--- src/rtl/fcs_params.svh ---
// Constants of the flash command controller: map, codes, timing.
// Assumes a 125 MHz system clock and a word-mode flash device.
`ifndef FCS_PARAMS_SVH
`define FCS_PARAMS_SVH

// ****************************************
// Register map (byte offsets)
// ****************************************
`define FCS_OFF_CTRL 8'h00
`define FCS_OFF_STAT 8'h04
`define FCS_OFF_ADDR 8'h08
`define FCS_OFF_WDAT 8'h0C
`define FCS_OFF_RDAT 8'h10

// ****************************************
// Status bit positions
// ****************************************
`define FCS_ST_BUSY 0
`define FCS_ST_DONE 1
`define FCS_ST_FAIL 2
`define FCS_ST_ERR 3
`define FCS_ST_RDY 4
`define FCS_ST_BYP 5
`define FCS_ST_IDM 6
`define FCS_ST_SUSP 7

// ****************************************
// Unlock addresses and command codes
// ****************************************
`define FCS_UNL1 18'h00555
`define FCS_UNL2 18'h002AA
`define FCS_K_AA 16'h00AA
`define FCS_K_55 16'h0055
`define FCS_K_90 16'h0090
`define FCS_K_00 16'h0000
`define FCS_K_F0 16'h00F0
`define FCS_K_A0 16'h00A0
`define FCS_K_20 16'h0020
`define FCS_K_80 16'h0080
`define FCS_K_10 16'h0010
`define FCS_K_30 16'h0030
`define FCS_K_B0 16'h00B0
`define FCS_POLL_BIT 7
`define FCS_TLIM_BIT 5

// ****************************************
// Bus cycle timing
// ****************************************
`define FCS_CLK_MHZ 125
`define FCS_T_SETUP_NS 20
`define FCS_T_PULSE_NS 100
`define FCS_T_HOLD_NS 20
`define FCS_NS2CYC(ns) (((ns) * `FCS_CLK_MHZ + 999) / 1000)

`endif

--- src/rtl/fcs_pkg.sv ---
// Types of the flash command controller.
// Assumes fcs_params.svh for the numeric constants.
package fcs_pkg;

  typedef enum logic [3:0] {
    OP_RESET = 4'h0,
    OP_IDENT = 4'h1,
    OP_PROG = 4'h2,
    OP_BYP_ENTER = 4'h3,
    OP_BYP_PROG = 4'h4,
    OP_BYP_EXIT = 4'h5,
    OP_CHIP_ERASE = 4'h6,
    OP_SECT_ERASE = 4'h7,
    OP_SUSPEND = 4'h8,
    OP_RESUME = 4'h9,
    OP_READ = 4'hA
  } fcs_op_t;

  typedef enum logic [8:0] {
    S_IDLE = 9'h001,
    S_ISSUE = 9'h002,
    S_WAIT = 9'h004,
    S_POLL = 9'h008,
    S_PWAIT = 9'h010,
    S_FINAL = 9'h020,
    S_FWAIT = 9'h040,
    S_ABORT = 9'h080,
    S_AWAIT = 9'h100
  } fcs_st_t;

  typedef enum logic [3:0] {
    C_IDLE = 4'h1,
    C_SET = 4'h2,
    C_PUL = 4'h4,
    C_HLD = 4'h8
  } fcs_cst_t;

endpackage : fcs_pkg

--- src/rtl/fcs_ctrl.sv ---
// Host controller for a parallel NOR flash: command sequences, polling.
// Assumes an AHB-Lite master and a word-mode flash on the pins.
//
// Our own choices: the placing of the registers and register access over AHB-Lite.
`timescale 1ns/1ps
`include "fcs_params.svh"

module fcs_ctrl (
  // Clock and reset
  input wire logic CLK_SYS,
  input wire logic RST,
  // AHB-Lite slave
  input wire logic HSEL,
  input wire logic [31:0] HADDR,
  input wire logic [1:0] HTRANS,
  input wire logic HWRITE,
  input wire logic [2:0] HSIZE,
  input wire logic [31:0] HWDATA,
  input wire logic HREADY,
  output logic HREADYOUT,
  output logic [31:0] HRDATA,
  output logic HRESP,
  // Flash pins
  output logic [17:0] FL_ADDR,
  output logic [15:0] FL_DQ_O,
  output logic FL_DQ_OE,
  input wire logic [15:0] FL_DQ_I,
  output logic FL_CE_N,
  output logic FL_WE_N,
  output logic FL_OE_N,
  input wire logic FL_READY_BUSY_N
);
  import fcs_pkg::*;

  // ****************************************
  // Bus side registers
  // ****************************************
  logic wr_pend_r, wr_pend_nxt;
  logic [7:0] wr_off_r, wr_off_nxt;
  logic [31:0] hrdata_r, hrdata_nxt;
  logic [17:0] addr_r, addr_nxt;
  logic [15:0] wdat_r, wdat_nxt;
  logic acc, go;
  fcs_op_t wop;
  logic [31:0] stat, rd_mux;

  // ****************************************
  // Sequencer state
  // ****************************************
  fcs_st_t st_r, st_nxt;
  fcs_op_t op_r, op_nxt;
  logic [2:0] idx_r, idx_nxt;
  logic chk_r, chk_nxt, done_r, done_nxt, fail_r, fail_nxt;
  logic err_r, err_nxt, byp_r, byp_nxt, idm_r, idm_nxt;
  logic susp_r, susp_nxt;
  logic [15:0] rdat_r, rdat_nxt;
  logic s_wr, s_last, poll_op, poll_exp;
  logic [17:0] s_addr;
  logic [15:0] s_data;
  logic cyc_go, cyc_wr, cyc_done;
  logic [17:0] cyc_addr;
  logic [15:0] cyc_data, cyc_rdata;

  assign HREADYOUT = 1'b1;
  assign HRESP = 1'b0;
  assign HRDATA = hrdata_r;
  assign acc = HSEL && HTRANS[1] && HREADY;
  assign wop = fcs_op_t'(HWDATA[3:0]);
  assign go = wr_pend_r && (wr_off_r == `FCS_OFF_CTRL) && (st_r == S_IDLE);

  always_comb begin
    stat = 32'h0000_0000;
    stat[`FCS_ST_BUSY] = (st_r != S_IDLE);
    stat[`FCS_ST_DONE] = done_r;
    stat[`FCS_ST_FAIL] = fail_r;
    stat[`FCS_ST_ERR] = err_r;
    stat[`FCS_ST_RDY] = FL_READY_BUSY_N;
    stat[`FCS_ST_BYP] = byp_r;
    stat[`FCS_ST_IDM] = idm_r;
    stat[`FCS_ST_SUSP] = susp_r;
    case (HADDR[7:0])
      `FCS_OFF_CTRL: rd_mux = {28'h0000000, op_r};
      `FCS_OFF_STAT: rd_mux = stat;
      `FCS_OFF_ADDR: rd_mux = {14'h0000, addr_r};
      `FCS_OFF_WDAT: rd_mux = {16'h0000, wdat_r};
      `FCS_OFF_RDAT: rd_mux = {16'h0000, rdat_r};
      default: rd_mux = 32'h0000_0000;
    endcase
  end

  // ****************************************
  // AHB-Lite slave, zero wait states
  // ****************************************
  always_comb begin
    wr_pend_nxt = acc && HWRITE;
    wr_off_nxt = acc ? HADDR[7:0] : wr_off_r;
    hrdata_nxt = (acc && !HWRITE) ? rd_mux : hrdata_r;
    addr_nxt = addr_r;
    wdat_nxt = wdat_r;
    if (wr_pend_r && (st_r == S_IDLE)) begin
      if (wr_off_r == `FCS_OFF_ADDR) begin
        addr_nxt = HWDATA[17:0];
      end
      if (wr_off_r == `FCS_OFF_WDAT) begin
        wdat_nxt = HWDATA[15:0];
      end
    end
  end

  always_ff @(posedge CLK_SYS) begin
    if (RST) begin
      wr_pend_r <= 1'b0;
      wr_off_r <= 8'h00;
      hrdata_r <= 32'h0000_0000;
      addr_r <= 18'h00000;
      wdat_r <= 16'h0000;
    end else begin
      wr_pend_r <= wr_pend_nxt;
      wr_off_r <= wr_off_nxt;
      hrdata_r <= hrdata_nxt;
      addr_r <= addr_nxt;
      wdat_r <= wdat_nxt;
    end
  end

  // ****************************************
  // Command sequence table
  // ****************************************
  always_comb begin
    s_wr = 1'b1;
    s_last = 1'b0;
    s_addr = `FCS_UNL1;
    s_data = `FCS_K_AA;
    if (idx_r == 3'h1 || idx_r == 3'h4) begin
      s_addr = `FCS_UNL2;
      s_data = `FCS_K_55;
    end
    case (op_r)
      OP_RESET: begin
        s_data = `FCS_K_F0;
        s_last = 1'b1;
      end
      OP_IDENT: begin
        if (idx_r == 3'h2) begin
          s_data = `FCS_K_90;
        end
        if (idx_r == 3'h3) begin
          s_wr = 1'b0;
          s_addr = addr_r;
          s_last = 1'b1;
        end
      end
      OP_PROG: begin
        if (idx_r == 3'h2) begin
          s_data = `FCS_K_A0;
        end
        if (idx_r == 3'h3) begin
          s_addr = addr_r;
          s_data = wdat_r;
          s_last = 1'b1;
        end
      end
      OP_BYP_ENTER: begin
        if (idx_r == 3'h2) begin
          s_data = `FCS_K_20;
          s_last = 1'b1;
        end
      end
      OP_BYP_PROG: begin
        if (idx_r == 3'h0) begin
          s_data = `FCS_K_A0;
        end else begin
          s_addr = addr_r;
          s_data = wdat_r;
          s_last = 1'b1;
        end
      end
      OP_BYP_EXIT: begin
        s_data = (idx_r == 3'h0) ? `FCS_K_90 : `FCS_K_00;
        s_last = (idx_r == 3'h1);
      end
      OP_CHIP_ERASE, OP_SECT_ERASE: begin
        if (idx_r == 3'h2) begin
          s_data = `FCS_K_80;
        end
        if (idx_r == 3'h5) begin
          s_last = 1'b1;
          if (op_r == OP_CHIP_ERASE) begin
            s_data = `FCS_K_10;
          end else begin
            s_addr = addr_r;
            s_data = `FCS_K_30;
          end
        end
      end
      OP_SUSPEND: begin
        s_data = `FCS_K_B0;
        s_last = 1'b1;
      end
      OP_RESUME: begin
        s_data = `FCS_K_30;
        s_last = 1'b1;
      end
      OP_READ: begin
        s_wr = 1'b0;
        s_addr = addr_r;
        s_last = 1'b1;
      end
      default: begin
        s_data = `FCS_K_F0;
        s_last = 1'b1;
      end
    endcase
  end

  assign poll_op = (op_r == OP_PROG) || (op_r == OP_BYP_PROG) ||
                   (op_r == OP_CHIP_ERASE) || (op_r == OP_SECT_ERASE);
  // Program polls for true data bit, erase for a one
  assign poll_exp = ((op_r == OP_PROG) || (op_r == OP_BYP_PROG)) ?
                    wdat_r[`FCS_POLL_BIT] : 1'b1;

  // ****************************************
  // Sequencer
  // ****************************************
  always_comb begin
    st_nxt = st_r;
    op_nxt = op_r;
    idx_nxt = idx_r;
    chk_nxt = chk_r;
    done_nxt = done_r;
    fail_nxt = fail_r;
    err_nxt = err_r;
    byp_nxt = byp_r;
    idm_nxt = idm_r;
    susp_nxt = susp_r;
    rdat_nxt = rdat_r;
    cyc_go = 1'b0;
    cyc_wr = 1'b0;
    cyc_addr = addr_r;
    cyc_data = `FCS_K_F0;
    case (st_r)
      S_IDLE: begin
        if (go) begin
          op_nxt = wop;
          idx_nxt = 3'h0;
          chk_nxt = 1'b0;
          done_nxt = 1'b0;
          fail_nxt = 1'b0;
          err_nxt = 1'b0;
          if (wop == OP_BYP_PROG && !byp_r) begin
            err_nxt = 1'b1;
            done_nxt = 1'b1;
          end else begin
            st_nxt = S_ISSUE;
          end
        end
      end
      S_ISSUE: begin
        // Only whole sequences are sent, never a stray cycle
        cyc_go = 1'b1;
        cyc_wr = s_wr;
        cyc_addr = s_addr;
        cyc_data = s_data;
        st_nxt = S_WAIT;
      end
      S_WAIT: begin
        if (cyc_done) begin
          if (!s_wr) begin
            rdat_nxt = cyc_rdata;
          end
          if (!s_last) begin
            idx_nxt = idx_r + 3'h1;
            st_nxt = S_ISSUE;
          end else begin
            case (op_r)
              OP_BYP_ENTER: byp_nxt = 1'b1;
              OP_BYP_EXIT: byp_nxt = 1'b0;
              OP_IDENT: idm_nxt = 1'b1;
              OP_RESET: idm_nxt = 1'b0;
              OP_SECT_ERASE: susp_nxt = 1'b0;
              OP_SUSPEND: susp_nxt = 1'b1;
              OP_RESUME: susp_nxt = 1'b0;
              default: susp_nxt = susp_r;
            endcase
            // Status is valid once the last strobe has risen
            st_nxt = poll_op ? S_POLL : S_IDLE;
            done_nxt = !poll_op;
          end
        end
      end
      S_POLL: begin
        cyc_go = 1'b1;
        st_nxt = S_PWAIT;
      end
      S_PWAIT: begin
        if (cyc_done) begin
          if (cyc_rdata[`FCS_POLL_BIT] == poll_exp) begin
            st_nxt = S_FINAL;
          end else if (chk_r) begin
            st_nxt = S_ABORT;
          end else begin
            chk_nxt = cyc_rdata[`FCS_TLIM_BIT];
            st_nxt = S_POLL;
          end
        end
      end
      S_FINAL: begin
        cyc_go = 1'b1;
        st_nxt = S_FWAIT;
      end
      S_FWAIT: begin
        if (cyc_done) begin
          rdat_nxt = cyc_rdata;
          done_nxt = 1'b1;
          st_nxt = S_IDLE;
        end
      end
      S_ABORT: begin
        cyc_go = 1'b1;
        cyc_wr = 1'b1;
        st_nxt = S_AWAIT;
      end
      S_AWAIT: begin
        if (cyc_done) begin
          fail_nxt = 1'b1;
          done_nxt = 1'b1;
          st_nxt = S_IDLE;
        end
      end
      default: st_nxt = S_IDLE;
    endcase
  end

  always_ff @(posedge CLK_SYS) begin
    if (RST) begin
      st_r <= S_IDLE;
      op_r <= OP_RESET;
      idx_r <= 3'h0;
      chk_r <= 1'b0;
      done_r <= 1'b0;
      fail_r <= 1'b0;
      err_r <= 1'b0;
      byp_r <= 1'b0;
      idm_r <= 1'b0;
      susp_r <= 1'b0;
      rdat_r <= 16'h0000;
    end else begin
      st_r <= st_nxt;
      op_r <= op_nxt;
      idx_r <= idx_nxt;
      chk_r <= chk_nxt;
      done_r <= done_nxt;
      fail_r <= fail_nxt;
      err_r <= err_nxt;
      byp_r <= byp_nxt;
      idm_r <= idm_nxt;
      susp_r <= susp_nxt;
      rdat_r <= rdat_nxt;
    end
  end

  // ****************************************
  // Flash bus cycle engine
  // ****************************************
  fcs_cycle u_cycle (
    .clk(CLK_SYS),
    .rst(RST),
    .start(cyc_go),
    .wr(cyc_wr),
    .addr(cyc_addr),
    .wdata(cyc_data),
    .done(cyc_done),
    .rdata(cyc_rdata),
    .fl_addr(FL_ADDR),
    .dq_o(FL_DQ_O),
    .dq_oe(FL_DQ_OE),
    .dq_i(FL_DQ_I),
    .ce_n(FL_CE_N),
    .we_n(FL_WE_N),
    .oe_n(FL_OE_N)
  );

endmodule : fcs_ctrl

--- src/rtl/fcs_cycle.sv ---
// One flash bus cycle, write or read, with chip select and strobes.
// Assumes read data on the data pins is synchronous to the clock.
`timescale 1ns/1ps
`include "fcs_params.svh"

module fcs_cycle #(
  parameter int SETUP_CYC = `FCS_NS2CYC(`FCS_T_SETUP_NS),
  parameter int PULSE_CYC = `FCS_NS2CYC(`FCS_T_PULSE_NS),
  parameter int HOLD_CYC = `FCS_NS2CYC(`FCS_T_HOLD_NS)
) (
  // Clock and reset
  input wire logic clk,
  input wire logic rst,
  // Request
  input wire logic start,
  input wire logic wr,
  input wire logic [17:0] addr,
  input wire logic [15:0] wdata,
  output logic done,
  output logic [15:0] rdata,
  // Flash pins
  output logic [17:0] fl_addr,
  output logic [15:0] dq_o,
  output logic dq_oe,
  input wire logic [15:0] dq_i,
  output logic ce_n,
  output logic we_n,
  output logic oe_n
);
  import fcs_pkg::*;

  fcs_cst_t st_r, st_nxt;
  logic [7:0] cnt_r, cnt_nxt;
  logic wr_r, wr_nxt;
  logic done_nxt, dq_oe_nxt, ce_n_nxt, we_n_nxt, oe_n_nxt;
  logic [17:0] fl_addr_nxt;
  logic [15:0] dq_o_nxt, rdata_nxt;

  // ****************************************
  // Cycle sequencer
  // ****************************************
  always_comb begin
    st_nxt = st_r;
    cnt_nxt = cnt_r;
    wr_nxt = wr_r;
    done_nxt = 1'b0;
    dq_oe_nxt = dq_oe;
    ce_n_nxt = ce_n;
    we_n_nxt = we_n;
    oe_n_nxt = oe_n;
    fl_addr_nxt = fl_addr;
    dq_o_nxt = dq_o;
    rdata_nxt = rdata;
    case (st_r)
      C_IDLE: begin
        if (start) begin
          // Address and data settle before any strobe falls
          wr_nxt = wr;
          fl_addr_nxt = addr;
          dq_o_nxt = wdata;
          dq_oe_nxt = wr;
          ce_n_nxt = 1'b0;
          cnt_nxt = 8'(SETUP_CYC - 1);
          st_nxt = C_SET;
        end
      end
      C_SET: begin
        if (cnt_r == 8'h00) begin
          // Chip select already low: the strobe edge is the later one
          we_n_nxt = ~wr_r;
          oe_n_nxt = wr_r;
          cnt_nxt = 8'(PULSE_CYC - 1);
          st_nxt = C_PUL;
        end else begin
          cnt_nxt = cnt_r - 8'h01;
        end
      end
      C_PUL: begin
        if (cnt_r == 8'h00) begin
          // Strobe rises before chip select, data still held
          we_n_nxt = 1'b1;
          oe_n_nxt = 1'b1;
          if (!wr_r) begin
            rdata_nxt = dq_i;
          end
          cnt_nxt = 8'(HOLD_CYC - 1);
          st_nxt = C_HLD;
        end else begin
          cnt_nxt = cnt_r - 8'h01;
        end
      end
      C_HLD: begin
        if (cnt_r == 8'h00) begin
          ce_n_nxt = 1'b1;
          dq_oe_nxt = 1'b0;
          done_nxt = 1'b1;
          st_nxt = C_IDLE;
        end else begin
          cnt_nxt = cnt_r - 8'h01;
        end
      end
      default: begin
        st_nxt = C_IDLE;
        ce_n_nxt = 1'b1;
        we_n_nxt = 1'b1;
        oe_n_nxt = 1'b1;
        dq_oe_nxt = 1'b0;
      end
    endcase
  end

  always_ff @(posedge clk) begin
    if (rst) begin
      st_r <= C_IDLE;
      cnt_r <= 8'h00;
      wr_r <= 1'b0;
      done <= 1'b0;
      dq_oe <= 1'b0;
      ce_n <= 1'b1;
      we_n <= 1'b1;
      oe_n <= 1'b1;
      fl_addr <= 18'h00000;
      dq_o <= 16'h0000;
      rdata <= 16'h0000;
    end else begin
      st_r <= st_nxt;
      cnt_r <= cnt_nxt;
      wr_r <= wr_nxt;
      done <= done_nxt;
      dq_oe <= dq_oe_nxt;
      ce_n <= ce_n_nxt;
      we_n <= we_n_nxt;
      oe_n <= oe_n_nxt;
      fl_addr <= fl_addr_nxt;
      dq_o <= dq_o_nxt;
      rdata <= rdata_nxt;
    end
  end

endmodule : fcs_cycle

--- config.mk ---
export PLATFORM = sky130hd
export DESIGN_NAME = fcs_ctrl
export DESIGN_NICKNAME = d
export VERILOG_FILES = /design/src/rtl/fcs_pkg.sv /design/src/rtl/fcs_ctrl.sv /design/src/rtl/fcs_cycle.sv
export VERILOG_INCLUDE_DIRS = /design/src /design/src/rtl
export SDC_FILE = /design/constraint.sdc
export NUM_CORES = 1
export LEC_CHECK = 0
export BUFFER_PORTS_ARGS = -buffer_cell sky130_fd_sc_hd__buf_2
export CAP_MARGIN = 25
export CORE_MARGIN = 3
export CORE_UTILIZATION = 50
export CTS_CLUSTER_SIZE = 30
export DETAILED_ROUTE_END_ITERATION = 6
export HOLD_SLACK_MARGIN = 0.15
export PLACE_DENSITY = 0.73
export SLEW_MARGIN = 20
export SYNTH_ARGS = -nofsm -noshare
export SYNTH_HDL_FRONTEND = slang
export SYNTH_SLANG_ARGS = --single-unit
--- constraint.sdc ---
create_clock -name CLK_SYS -period 4.5 [get_ports CLK_SYS]
set_clock_uncertainty 0.2 [all_clocks]
set_input_delay 0.225 -clock CLK_SYS [delete_from_list [all_inputs] [get_ports CLK_SYS]]
set_output_delay 0.225 -clock CLK_SYS [all_outputs]
set_load 0.005 [all_outputs]
==> flow_metrics.tcl, run 1 <==
set metrics [dict create \
    final_layout_size_suffix_gt1_share_pct 15.6 \
    synth_top_area_share_pct 40.8 \
    seq_area_frac_synth_pct 40.8 \
    numCtsBuffers 17 \
    clockBufferDepth 2 \
    synth.avg_cell_area_um2 7.95 \
    synth_edf_count 0 \
    rsz0062_at_grt "false" \
    n_antenna_cell 0 \
    setup_viol 0 \
    postRouteAntennaNets 0 \
    setup_slack_ns 1.27 \
    crit_path_cell_trace "nor4_4 > and4_1 > o2111ai_1 > nor2b_1 > a22oi_1 > nor2_1" \
    hold_viol 0 \
    start_util_pct 51.5 \
    setup.worst_path.class "reg2reg" \
    postPlaceCellArea_um2 8760 \
    synth_area_leaders "dfxtp_1, nand2_1, a21oi_1" \
    drt_wl_total_um 23800 \
    fin_crit_ns 3.23 \
    grt-ovfl-total 0 \
    fin_nets 1246 \
    dieArea_um2 18100 \
    dr.pass1.iters 5 \
    synth_ff_type "dfxtp_1" \
    p_leak_nw 3.74 \
    grtUsageTotal_pct 26.1 \
    n_fill_cell 1440 \
    cts_setup_buffers 0 \
    switching_share_pct 26.5 \
    wl_per_cell_um 17.3 \
    multi_input_area_um2 4450 \
    worstHoldPathType "in2reg" \
    clock_latency_ns 0.42 \
    ys_ff_latch 168 \
    io_pins 163 \
    area.growth.synth_to_final_pct 18.4 \
    place_ws_ns 1.34 \
    ys_warn_count 0 \
    regArea_um2 3360 \
    final_area_um2 9770 \
    rows 46 \
    vdd_drop_max_mv 0.282 \
    placement.io_buffers 104 \
    critPathMaxStageDelay_ns 0.72 \
    p_switching_mw 0.859 \
    async_reset_ff_share_pct 0 \
    gp_congestion 0.948 \
    worst_pin_slew_ns 0.976 \
    vias 7866 \
    cts_htree_levels 4 \
    yosys.cell_types.count 85 \
    maxCapViolations 0 \
    hpwl_um 16500 \
    antenna_found_initial 0 \
    syn_area_um2 8250 \
    fmax_mhz 310 \
    power_frac_clock_pct 42.3 \
    outcome "completed" \
    route.detailed.drc 0 \
    grt_pass1_wl_um 38100 \
    fp.dieW_um 134 \
    clkTransAtPathRegs_ns 0.07 \
    grt_start_max_net_pins 79 \
    first_iter_violations 674 \
    core_area_um2 16000 \
    crit_family "simple AND/OR/NAND/NOR gates" \
    cts.sinks 168 \
    drv_slew 0 \
    post-place-cells 1298 \
    p_comb_share_pct 10.2 \
    cts_tree "yes" \
    min_period_over_period_pct 71.7 \
    pwr-share-seq_pct 47.5 \
    end_kind "register" \
    root_buffer "clkbuf_16" \
    crit_required_ns 4.66 \
    p_int_mw 2.38 \
    yosys.area.top_type "dfxtp_1" \
    arrival_ns 3.38 \
    finalSetupTns_ns 0 \
    via_per_inst 5.71 \
    path_max_fanout 11 \
    power.density_nw_per_um2 332 \
    cpMaxStageDelayCell "nor2b_1" \
    grt_pass1_vias 7314 \
    critPathBufInv 0 \
    die_h_um 134 \
    synthCells 1037 \
    slew_headroom_pct 34.9 \
    finalNonFillerCells 1377 \
    ctsHoldBuffers 45 \
    cp-start-kind "register" \
    cts_resized 0 \
]
[synthesized netlist by cell type (all sizes together) (15+ instances only)]
| library cell | count |
|---|---|
| nor3 | 31 |
| nand2 | 197 |
| o21ai | 40 |
| inv | 23 |
| clkbuf | 52 |
| a22oi | 17 |
| dfxtp | 168 |
| nand3 | 15 |
| nand2b | 17 |
| buf | 30 |
| mux2i | 33 |
| a21oi | 106 |
| nor2 | 103 |
[sequential cells by signal, indices dropped and copies added, names as in the netlist, 9 cells and up]
signal,flops
u_cycle.fl_addr,18
st_r,9
addr_r,18
rdat_r,16
HRDATA,18
wdat_r,16
u_cycle.dq_o,16
u_cycle.rdata,16
[cells in the final DEF (no fill, tap or decap), drive strengths merged, types with 9 or more instances in the layout]
master,n
nand4,9
nand2b,17
o21ai,40
a31oi,10
nand2,197
clkbuf,21
mux2i,33
a21oi,106
dlygate4sd3,45
inv,27
nor2,103
a22oi,17
nor3,31
nand3,15
dfxtp,168
a211oi,12
nor4,11
buf,113
conb,16
nor2b,9
o21a,11
[metal layers]
metal / track usage (%) / vias up / wire length, um
li1: - / 3838 / -
met1: 34.8 / 3725 / 10500
met2: 43.4 / 258 / 11300
met4: 8.37 / 0 / 588
met5: 0 / - / 0
met3: 4.31 / 45 / 1500
[final timing paths]
path,startpoint,to,slack (ns),cells after the start
worst max-delay path,st_r[4]$_SDFFE_PP0P_,u_cycle.dq_o[9]$_SDFFE_PP0P_,1.27,6
worst min-delay path,HTRANS[1],wr_off_r[0]$_SDFFE_PP0P_,0.16,4
worst max register to register,st_r[4]$_SDFFE_PP0P_,u_cycle.dq_o[9]$_SDFFE_PP0P_,1.27,6
worst min register to register,u_cycle.ce_n$_SDFFE_PP1P_,u_cycle.ce_n$_SDFFE_PP1P_,0.25,1
[worst reg2reg max path, stage by stage, from the launching register on]
cell       delay, ns
dfxtp_1         0.42
nor4_4          0.55
and4_1          0.62
o2111ai_1       0.37
nor2b_1         0.72
a22oi_1         0.15
nor2_1          0.13
[cell type report]
class,count,share of cell area [%]
multi-input cells,778,45.5
repair buffers,160,10.8
well taps,216,2.77
clock buffers,19,4.64
inverters,23,0.884
clock inverters,13,0.974
flip-flops and latches,168,34.4
[cell families after synthesis]
family,share of synthesized area (%)
AO/OA/AOI/OAI,21.4
multiplexers,4.55
other,0.0911
AND/OR/NAND/NOR,25.2
buffers and inverters,5.93
XOR/XNOR,0.956
adder cells (fa/ha/maj),1.06
flip-flops,40.8
[stage by stage]
stage	total power, mW	utilization (%)	hold WS, ns
2_1_floorplan	1.78	-	0.159
3_3_place_gp	1.86	54.7	0.232
3_5_place_dp	1.87	54.7	0.239
4_1_cts	3.25	61.0	0.156
5_1_grt	3.36	61.0	0.178
6_report	3.24	61.0	0.161
[power groups by stage]
| stage | clock (mW) | combinational, mW | sequential, mW |
|---|---|---|---|
| after global placement | 0 | 0.290 | 1.57 |
| after CTS | 1.39 | 0.327 | 1.54 |
| after detailed placement | 0 | 0.295 | 1.57 |
| final | 1.37 | 0.331 | 1.54 |
| after floorplan | 0 | 0.231 | 1.55 |
| after global routing | 1.45 | 0.360 | 1.54 |
Note: power is estimated with default switching activity, not from simulation.
==> run 2: changes to the inputs <==
--- a/config.mk
+++ b/config.mk
@@ -6,6 +6,7 @@
 export SDC_FILE = /design/constraint.sdc
 export NUM_CORES = 1
 export LEC_CHECK = 0
+export ABC_AREA = 1
 export BUFFER_PORTS_ARGS = -buffer_cell sky130_fd_sc_hd__buf_2
 export CAP_MARGIN = 25
 export CORE_MARGIN = 3
==> constraint.sdc (replaced) <==
create_clock -name CLK_SYS -period 3.3 [get_ports CLK_SYS]
set_clock_uncertainty 0.2 [all_clocks]
set_input_delay 0.165 -clock CLK_SYS [delete_from_list [all_inputs] [get_ports CLK_SYS]]
set_output_delay 0.165 -clock CLK_SYS [all_outputs]
set_load 0.005 [all_outputs]
==> flow_metrics.tcl, run 2 <==
set metrics [dict create \
    min_period_over_period_pct 81.1 \
    synth_area_leaders "dfxtp_1, nand2_1, a21oi_1" \
    critPathMaxStageDelay_ns 0.55 \
    hold_viol 0 \
    fin_crit_ns 2.68 \
    hpwl_um 18400 \
    finalNonFillerCells 1744 \
    p_leak_nw 4.86 \
    end_kind "register" \
    setup_viol 0 \
    gp_congestion 0.979 \
    async_reset_ff_share_pct 0 \
    regArea_um2 3360 \
    clockBufferDepth 2 \
    antenna_found_initial 0 \
    n_antenna_cell 0 \
    worstHoldPathType "in2reg" \
    grt_pass1_vias 8653 \
    area.growth.synth_to_final_pct 21.9 \
    first_iter_violations 715 \
    fp.dieW_um 140 \
    grt-ovfl-total 0 \
    numCtsBuffers 17 \
    start_util_pct 51.4 \
    outcome "completed" \
    mostFrequentLayoutCells "nand2_1, dfxtp_1, inv_1, a21oi_1, o21ai_0" \
    final_layout_size_suffix_gt1_share_pct 14.3 \
    maxCapViolations 0 \
    worst_pin_slew_ns 0.777 \
    vias 9342 \
    clkTransAtPathRegs_ns 0.08 \
    cts_resized 0 \
    fin_nets 1604 \
    seq_area_frac_synth_pct 37.7 \
    synth_top_area_share_pct 37.7 \
    drt_wl_total_um 27000 \
    n_fill_cell 1569 \
    vdd_drop_max_mv 0.404 \
    final_common_cell "nand2_1" \
    synth_most_common_cell "nand2_1" \
    power.density_nw_per_um2 546 \
    drv_slew 0 \
    post-place-cells 1638 \
    core_area_um2 17400 \
    via_per_inst 5.36 \
    dieArea_um2 19500 \
    grt_start_max_net_pins 98 \
    setup.worst_path.class "reg2reg" \
    io_pins 163 \
    hold_start "HREADY" \
    rsz0062_at_grt "false" \
    grtUsageTotal_pct 27.4 \
    die_h_um 140 \
    finalSetupTns_ns 0 \
    ys_ff_latch 168 \
    dr.pass1.iters 5 \
    timing.rr.start "st_r[2]$_SDFFE_PP0P_" \
    synth_edf_count 0 \
    place_ws_ns 0.954 \
    cp-start-kind "register" \
    fmax_mhz 374 \
    crit_required_ns 3.48 \
    synthCells 1349 \
    ys_warn_count 0 \
    cts_tree "yes" \
    postRouteAntennaNets 0 \
    arrival_ns 2.86 \
    grt_pass1_wl_um 43600 \
    multi_input_area_um2 4600 \
    cts.sinks 168 \
    yosys.cell_types.count 38 \
    rows 48 \
    synth.avg_cell_area_um2 6.61 \
    cts_htree_levels 4 \
    synthTopCellsByCount "nand2_1, dfxtp_1, inv_1" \
    yosys.area.top_type "dfxtp_1" \
    syn_area_um2 8920 \
    clock_latency_ns 0.44 \
    startpoint "st_r[2]$_SDFFE_PP0P_" \
    placement.io_buffers 104 \
    path_max_fanout 36 \
    root_buffer "clkbuf_16" \
    crit_path_cell_trace "nor2_2 > nand2_1 > nor2_8 > nand2_2 > nor3_4 > buf_4 > o21ai_0 > a21oi_1 > dlygate4sd3_1" \
    cpMaxStageDelayCell "dlygate4sd3_1" \
    synth_ff_type "dfxtp_1" \
    route.detailed.drc 0 \
    slew_headroom_pct 48.0 \
    wl_per_cell_um 15.5 \
    setup_slack_ns 0.624 \
]
[run 2: report_power, final]
part / total [mW] / switching [mW] / internal (mW) / leakage (nW)
clock: 2.05 / 1.01 / 1.04 / 0.298
combinational: 1.67 / 1.15 / 0.527 / 3.20
sequential: 2.21 / 0.0818 / 2.13 / 1.36
total: 5.93 / 2.24 / 3.69 / 4.86
[run 2: what timing repair did]
action | 4_1_cts | 5_1_grt
hold buffers | 74 | 0
endpoints found under the hold margin | 154 | 0
buffers inserted | 0 | 0
[run 2: worst max-delay path, delay by kind of cell (launching register included)]
family          cells  cell delay (ns)
buf+inv             2             0.97
simple gates        5             0.79
flops               1             0.33
compound gates      2             0.30
[run 2: per-stage QoR]
stage	instance area (um^2)	util (%)	hold slack [ns]	power [mW]
after floorplan	8970	-	0.0737	3.47
after CTS	10900	62.6	0.163	5.93
after global routing	10900	62.6	0.253	6.26
after detailed placement	9510	54.8	0.225	3.84
final	10900	62.6	0.177	5.93
after global placement	9510	54.8	0.204	3.81
[run 2: path summary, 6_finish.rpt]
kind,end,slack (ns),depth (start not counted)
setup / recovery,addr_r[17]$_SDFFE_PP0P_,0.62,9
hold / removal,wr_off_r[2]$_SDFFE_PP0P_,0.18,3
setup reg to reg,addr_r[17]$_SDFFE_PP0P_,0.62,9
hold reg to reg,u_cycle.rdata[2]$_SDFFE_PP0P_,0.24,2
[run 2: routing by layer]
metal	vias to the layer above	wire, um	global-route usage, %
met5	-	0	0
met4	0	791	9.64
met3	65	1950	5.12
met2	364	12400	44.4
met1	4237	11800	36.7
li1	4676	-	-
[run 2: cell type report]
cell class,count,share of cell area [%]
clock buffer,17,3.91
clock inverter,15,1.78
inverter,173,5.97
multi-input combinational,957,42.3
sequential,168,30.9
tap,225,2.59
timing repair buffer,189,12.5
[run 2: cell families after synthesis]
kind of cell | synth area share (%)
XOR/XNOR | 0.0982
AO/OA/AOI/OAI | 20.7
other | 0.0842
adder cells (fa/ha/maj) | 0.982
buffers and inverters | 11.3
flip-flops | 37.7
AND/OR/NAND/NOR | 29.2
==> run 3: changes to the inputs <==
--- a/config.mk
+++ b/config.mk
@@ -6,7 +6,7 @@
 export SDC_FILE = /design/constraint.sdc
 export NUM_CORES = 1
 export LEC_CHECK = 0
-export ABC_AREA = 1
+export ABC_AREA = 0
 export BUFFER_PORTS_ARGS = -buffer_cell sky130_fd_sc_hd__buf_2
 export CAP_MARGIN = 25
 export CORE_MARGIN = 3
@@ -14,7 +14,7 @@
 export CTS_CLUSTER_SIZE = 30
 export DETAILED_ROUTE_END_ITERATION = 6
 export HOLD_SLACK_MARGIN = 0.15
-export PLACE_DENSITY = 0.73
+export PLACE_DENSITY = 0.76
 export SLEW_MARGIN = 20
 export SYNTH_ARGS = -nofsm -noshare
 export SYNTH_HDL_FRONTEND = slang
==> constraint.sdc (replaced) <==
create_clock -name CLK_SYS -period 2.4 [get_ports CLK_SYS]
set_clock_uncertainty 0.2 [all_clocks]
set_input_delay 0.12 -clock CLK_SYS [delete_from_list [all_inputs] [get_ports CLK_SYS]]
set_output_delay 0.12 -clock CLK_SYS [all_outputs]
set_load 0.005 [all_outputs]
==> flow_metrics.tcl, run 3 (synthesis results as in run 1) <==
set metrics [dict create \
    start_util_pct 51.5 \
    dr.pass1.iters 5 \
    rr_worst_depth 9 \
    crit_path_cell_trace "or4_4 > nor4_4 > buf_4 > buf_6 > nand3_4 > nor2_4 > clkbuf_16 > nand2_2 > a21oi_2" \
    io_pins 163 \
    end_kind "register" \
    cp-endpoint "addr_r[15]$_SDFFE_PP0P_" \
    cp-start-kind "register" \
    grt_pass1_wl_um 41300 \
    worst_pin_slew_ns 0.684 \
    maxCapViolations 0 \
    clkTransAtPathRegs_ns 0.07 \
    root_buffer "clkbuf_16" \
    cts_tree "yes" \
    min_period_over_period_pct 101 \
    violations "setup timing" \
    rsz0062_at_grt "true" \
    placement.io_buffers 104 \
    hold_viol 0 \
    hold_ws_ns 0.241 \
    cpMaxStageDelayCell "or4_4" \
    clock_latency_ns 0.44 \
    outcome "finished, violations left" \
    final_area_um2 10800 \
    antenna_found_initial 0 \
    via_per_inst 5.85 \
    drv_slew 0 \
    p_leak_nw 4.27 \
    critPathMaxStageDelay_ns 0.59 \
    critPathBufInv 3 \
    finalNonFillerCells 1467 \
    first_iter_violations 1040 \
    drt_wl_total_um 26500 \
    gp_congestion 0.939 \
    setup_slack_ns -0.0324 \
    die_h_um 134 \
    setup_viol 4 \
    grt_start_max_net_pins 81 \
    fmax_mhz 411 \
    crit_family "simple AND/OR/NAND/NOR gates" \
    vdd_drop_max_mv 0.496 \
    path_max_fanout 6 \
    area.growth.synth_to_final_pct 31.5 \
    worst-path-stages 9 \
    power.density_nw_per_um2 593 \
    timing.rr.start "st_r[5]$_SDFFE_PP0P_" \
    core_area_um2 16000 \
    n_antenna_cell 0 \
    final_common_cell "nand2_1" \
    fin_nets 1337 \
    final_layout_size_suffix_gt1_share_pct 23.3 \
    grt-ovfl-total 0 \
    ff2ff_setup_slack_ns -0.03 \
    hpwl_um 17300 \
    fin_crit_ns 2.43 \
    grt_pass1_vias 7943 \
    fp.dieW_um 134 \
    postPlaceCellArea_um2 9310 \
    cts.sinks 168 \
    worstHoldPathType "reg2reg" \
    crit_required_ns 2.57 \
    grtUsageTotal_pct 28.5 \
    numCtsBuffers 17 \
    mostFrequentLayoutCells "nand2_1, dfxtp_1, buf_2" \
    vias 8582 \
    wl_per_cell_um 18.0 \
    arrival_ns 2.60 \
    post-place-cells 1363 \
    place_ws_ns -0.217 \
    route.detailed.drc 0 \
    postRouteAntennaNets 0 \
    startpoint "st_r[5]$_SDFFE_PP0P_" \
    rows 46 \
    clockBufferDepth 2 \
    setup.worst_path.class "reg2reg" \
    reg2reg_to "addr_r[15]$_SDFFE_PP0P_" \
    slew_headroom_pct 54.0 \
    dieArea_um2 18100 \
    cts_htree_levels 4 \
]
run 3: how the worst min path moves through the flow:
stage / from / endpoint / slack, ns / cells past startpoint
2_1_floorplan: HWDATA[5] / addr_r[5]$_SDFFE_PP0P_ / 0.05 / 2
3_3_place_gp: FL_DQ_I[8] / u_cycle.rdata[8]$_SDFFE_PP0P_ / 0.17 / 3
3_5_place_dp: FL_DQ_I[8] / u_cycle.rdata[8]$_SDFFE_PP0P_ / 0.17 / 3
4_1_cts: chk_r$_SDFFE_PP0P_ / st_r[7]$_SDFFE_PP0P_ / 0.25 / 2
5_1_grt: u_cycle.ce_n$_SDFFE_PP1P_ / u_cycle.ce_n$_SDFFE_PP1P_ / 0.27 / 1
6_report: chk_r$_SDFFE_PP0P_ / st_r[7]$_SDFFE_PP0P_ / 0.24 / 2
run 3: routing by layer:
layer	GRT usage [%]	vias up	wire, um
met3	5.93	64	2180
li1	-	4020	-
met1	38.0	4045	11100
met2	45.9	453	12400
met4	10.2	0	773
met5	0	-	0
run 3: metrics by stage:
| stage | util (%) | power [mW] | TNS (ns) |
|---|---|---|---|
| global route | 67.8 | 6.62 | -0.861 |
| CTS | 66.0 | 6.32 | 0 |
| detailed placement | 58.2 | 3.54 | -3.16 |
| global placement | 58.2 | 3.54 | -2.87 |
| floorplan | - | 3.34 | 0 |
| finish | 67.8 | 6.43 | -0.0636 |
run 3: layout make-up:
cell class / instances / area, um^2
Fill cell: 1252 / 5150
Multi-Input combinational cell: 778 / 4640
Sequential cell: 168 / 3370
Timing Repair Buffer: 251 / 1900
Clock buffer: 19 / 443
Tap cell: 216 / 270
Clock inverter: 12 / 134
Inverter: 23 / 86.3
run 3: power breakdown:
| group | switching (mW) | leakage (nW) | internal (mW) |
|---|---|---|---|
| sequential | 0.0527 | 1.36 | 2.83 |
| combinational | 0.446 | 2.63 | 0.374 |
| clock | 1.24 | 0.278 | 1.49 |
| total | 1.74 | 4.27 | 4.69 |
run 3: repair_timing:
item | CTS | global route
hold buffers | 64 | 0
gates resized for setup | 6 | 51
endpoints found under the hold margin | 96 | 0
pin swaps | 0 | 25
buffers inserted | 1 | 5
setup endpoints to repair | 33 | 78
cloned | 0 | 3
run 3: tightest hold or removal path: cells and delay by family, from the launching register on:
kind | cells | cell delay (ns)
DFF | 1 | 0.32
and+or+nand+nor | 2 | 0.10
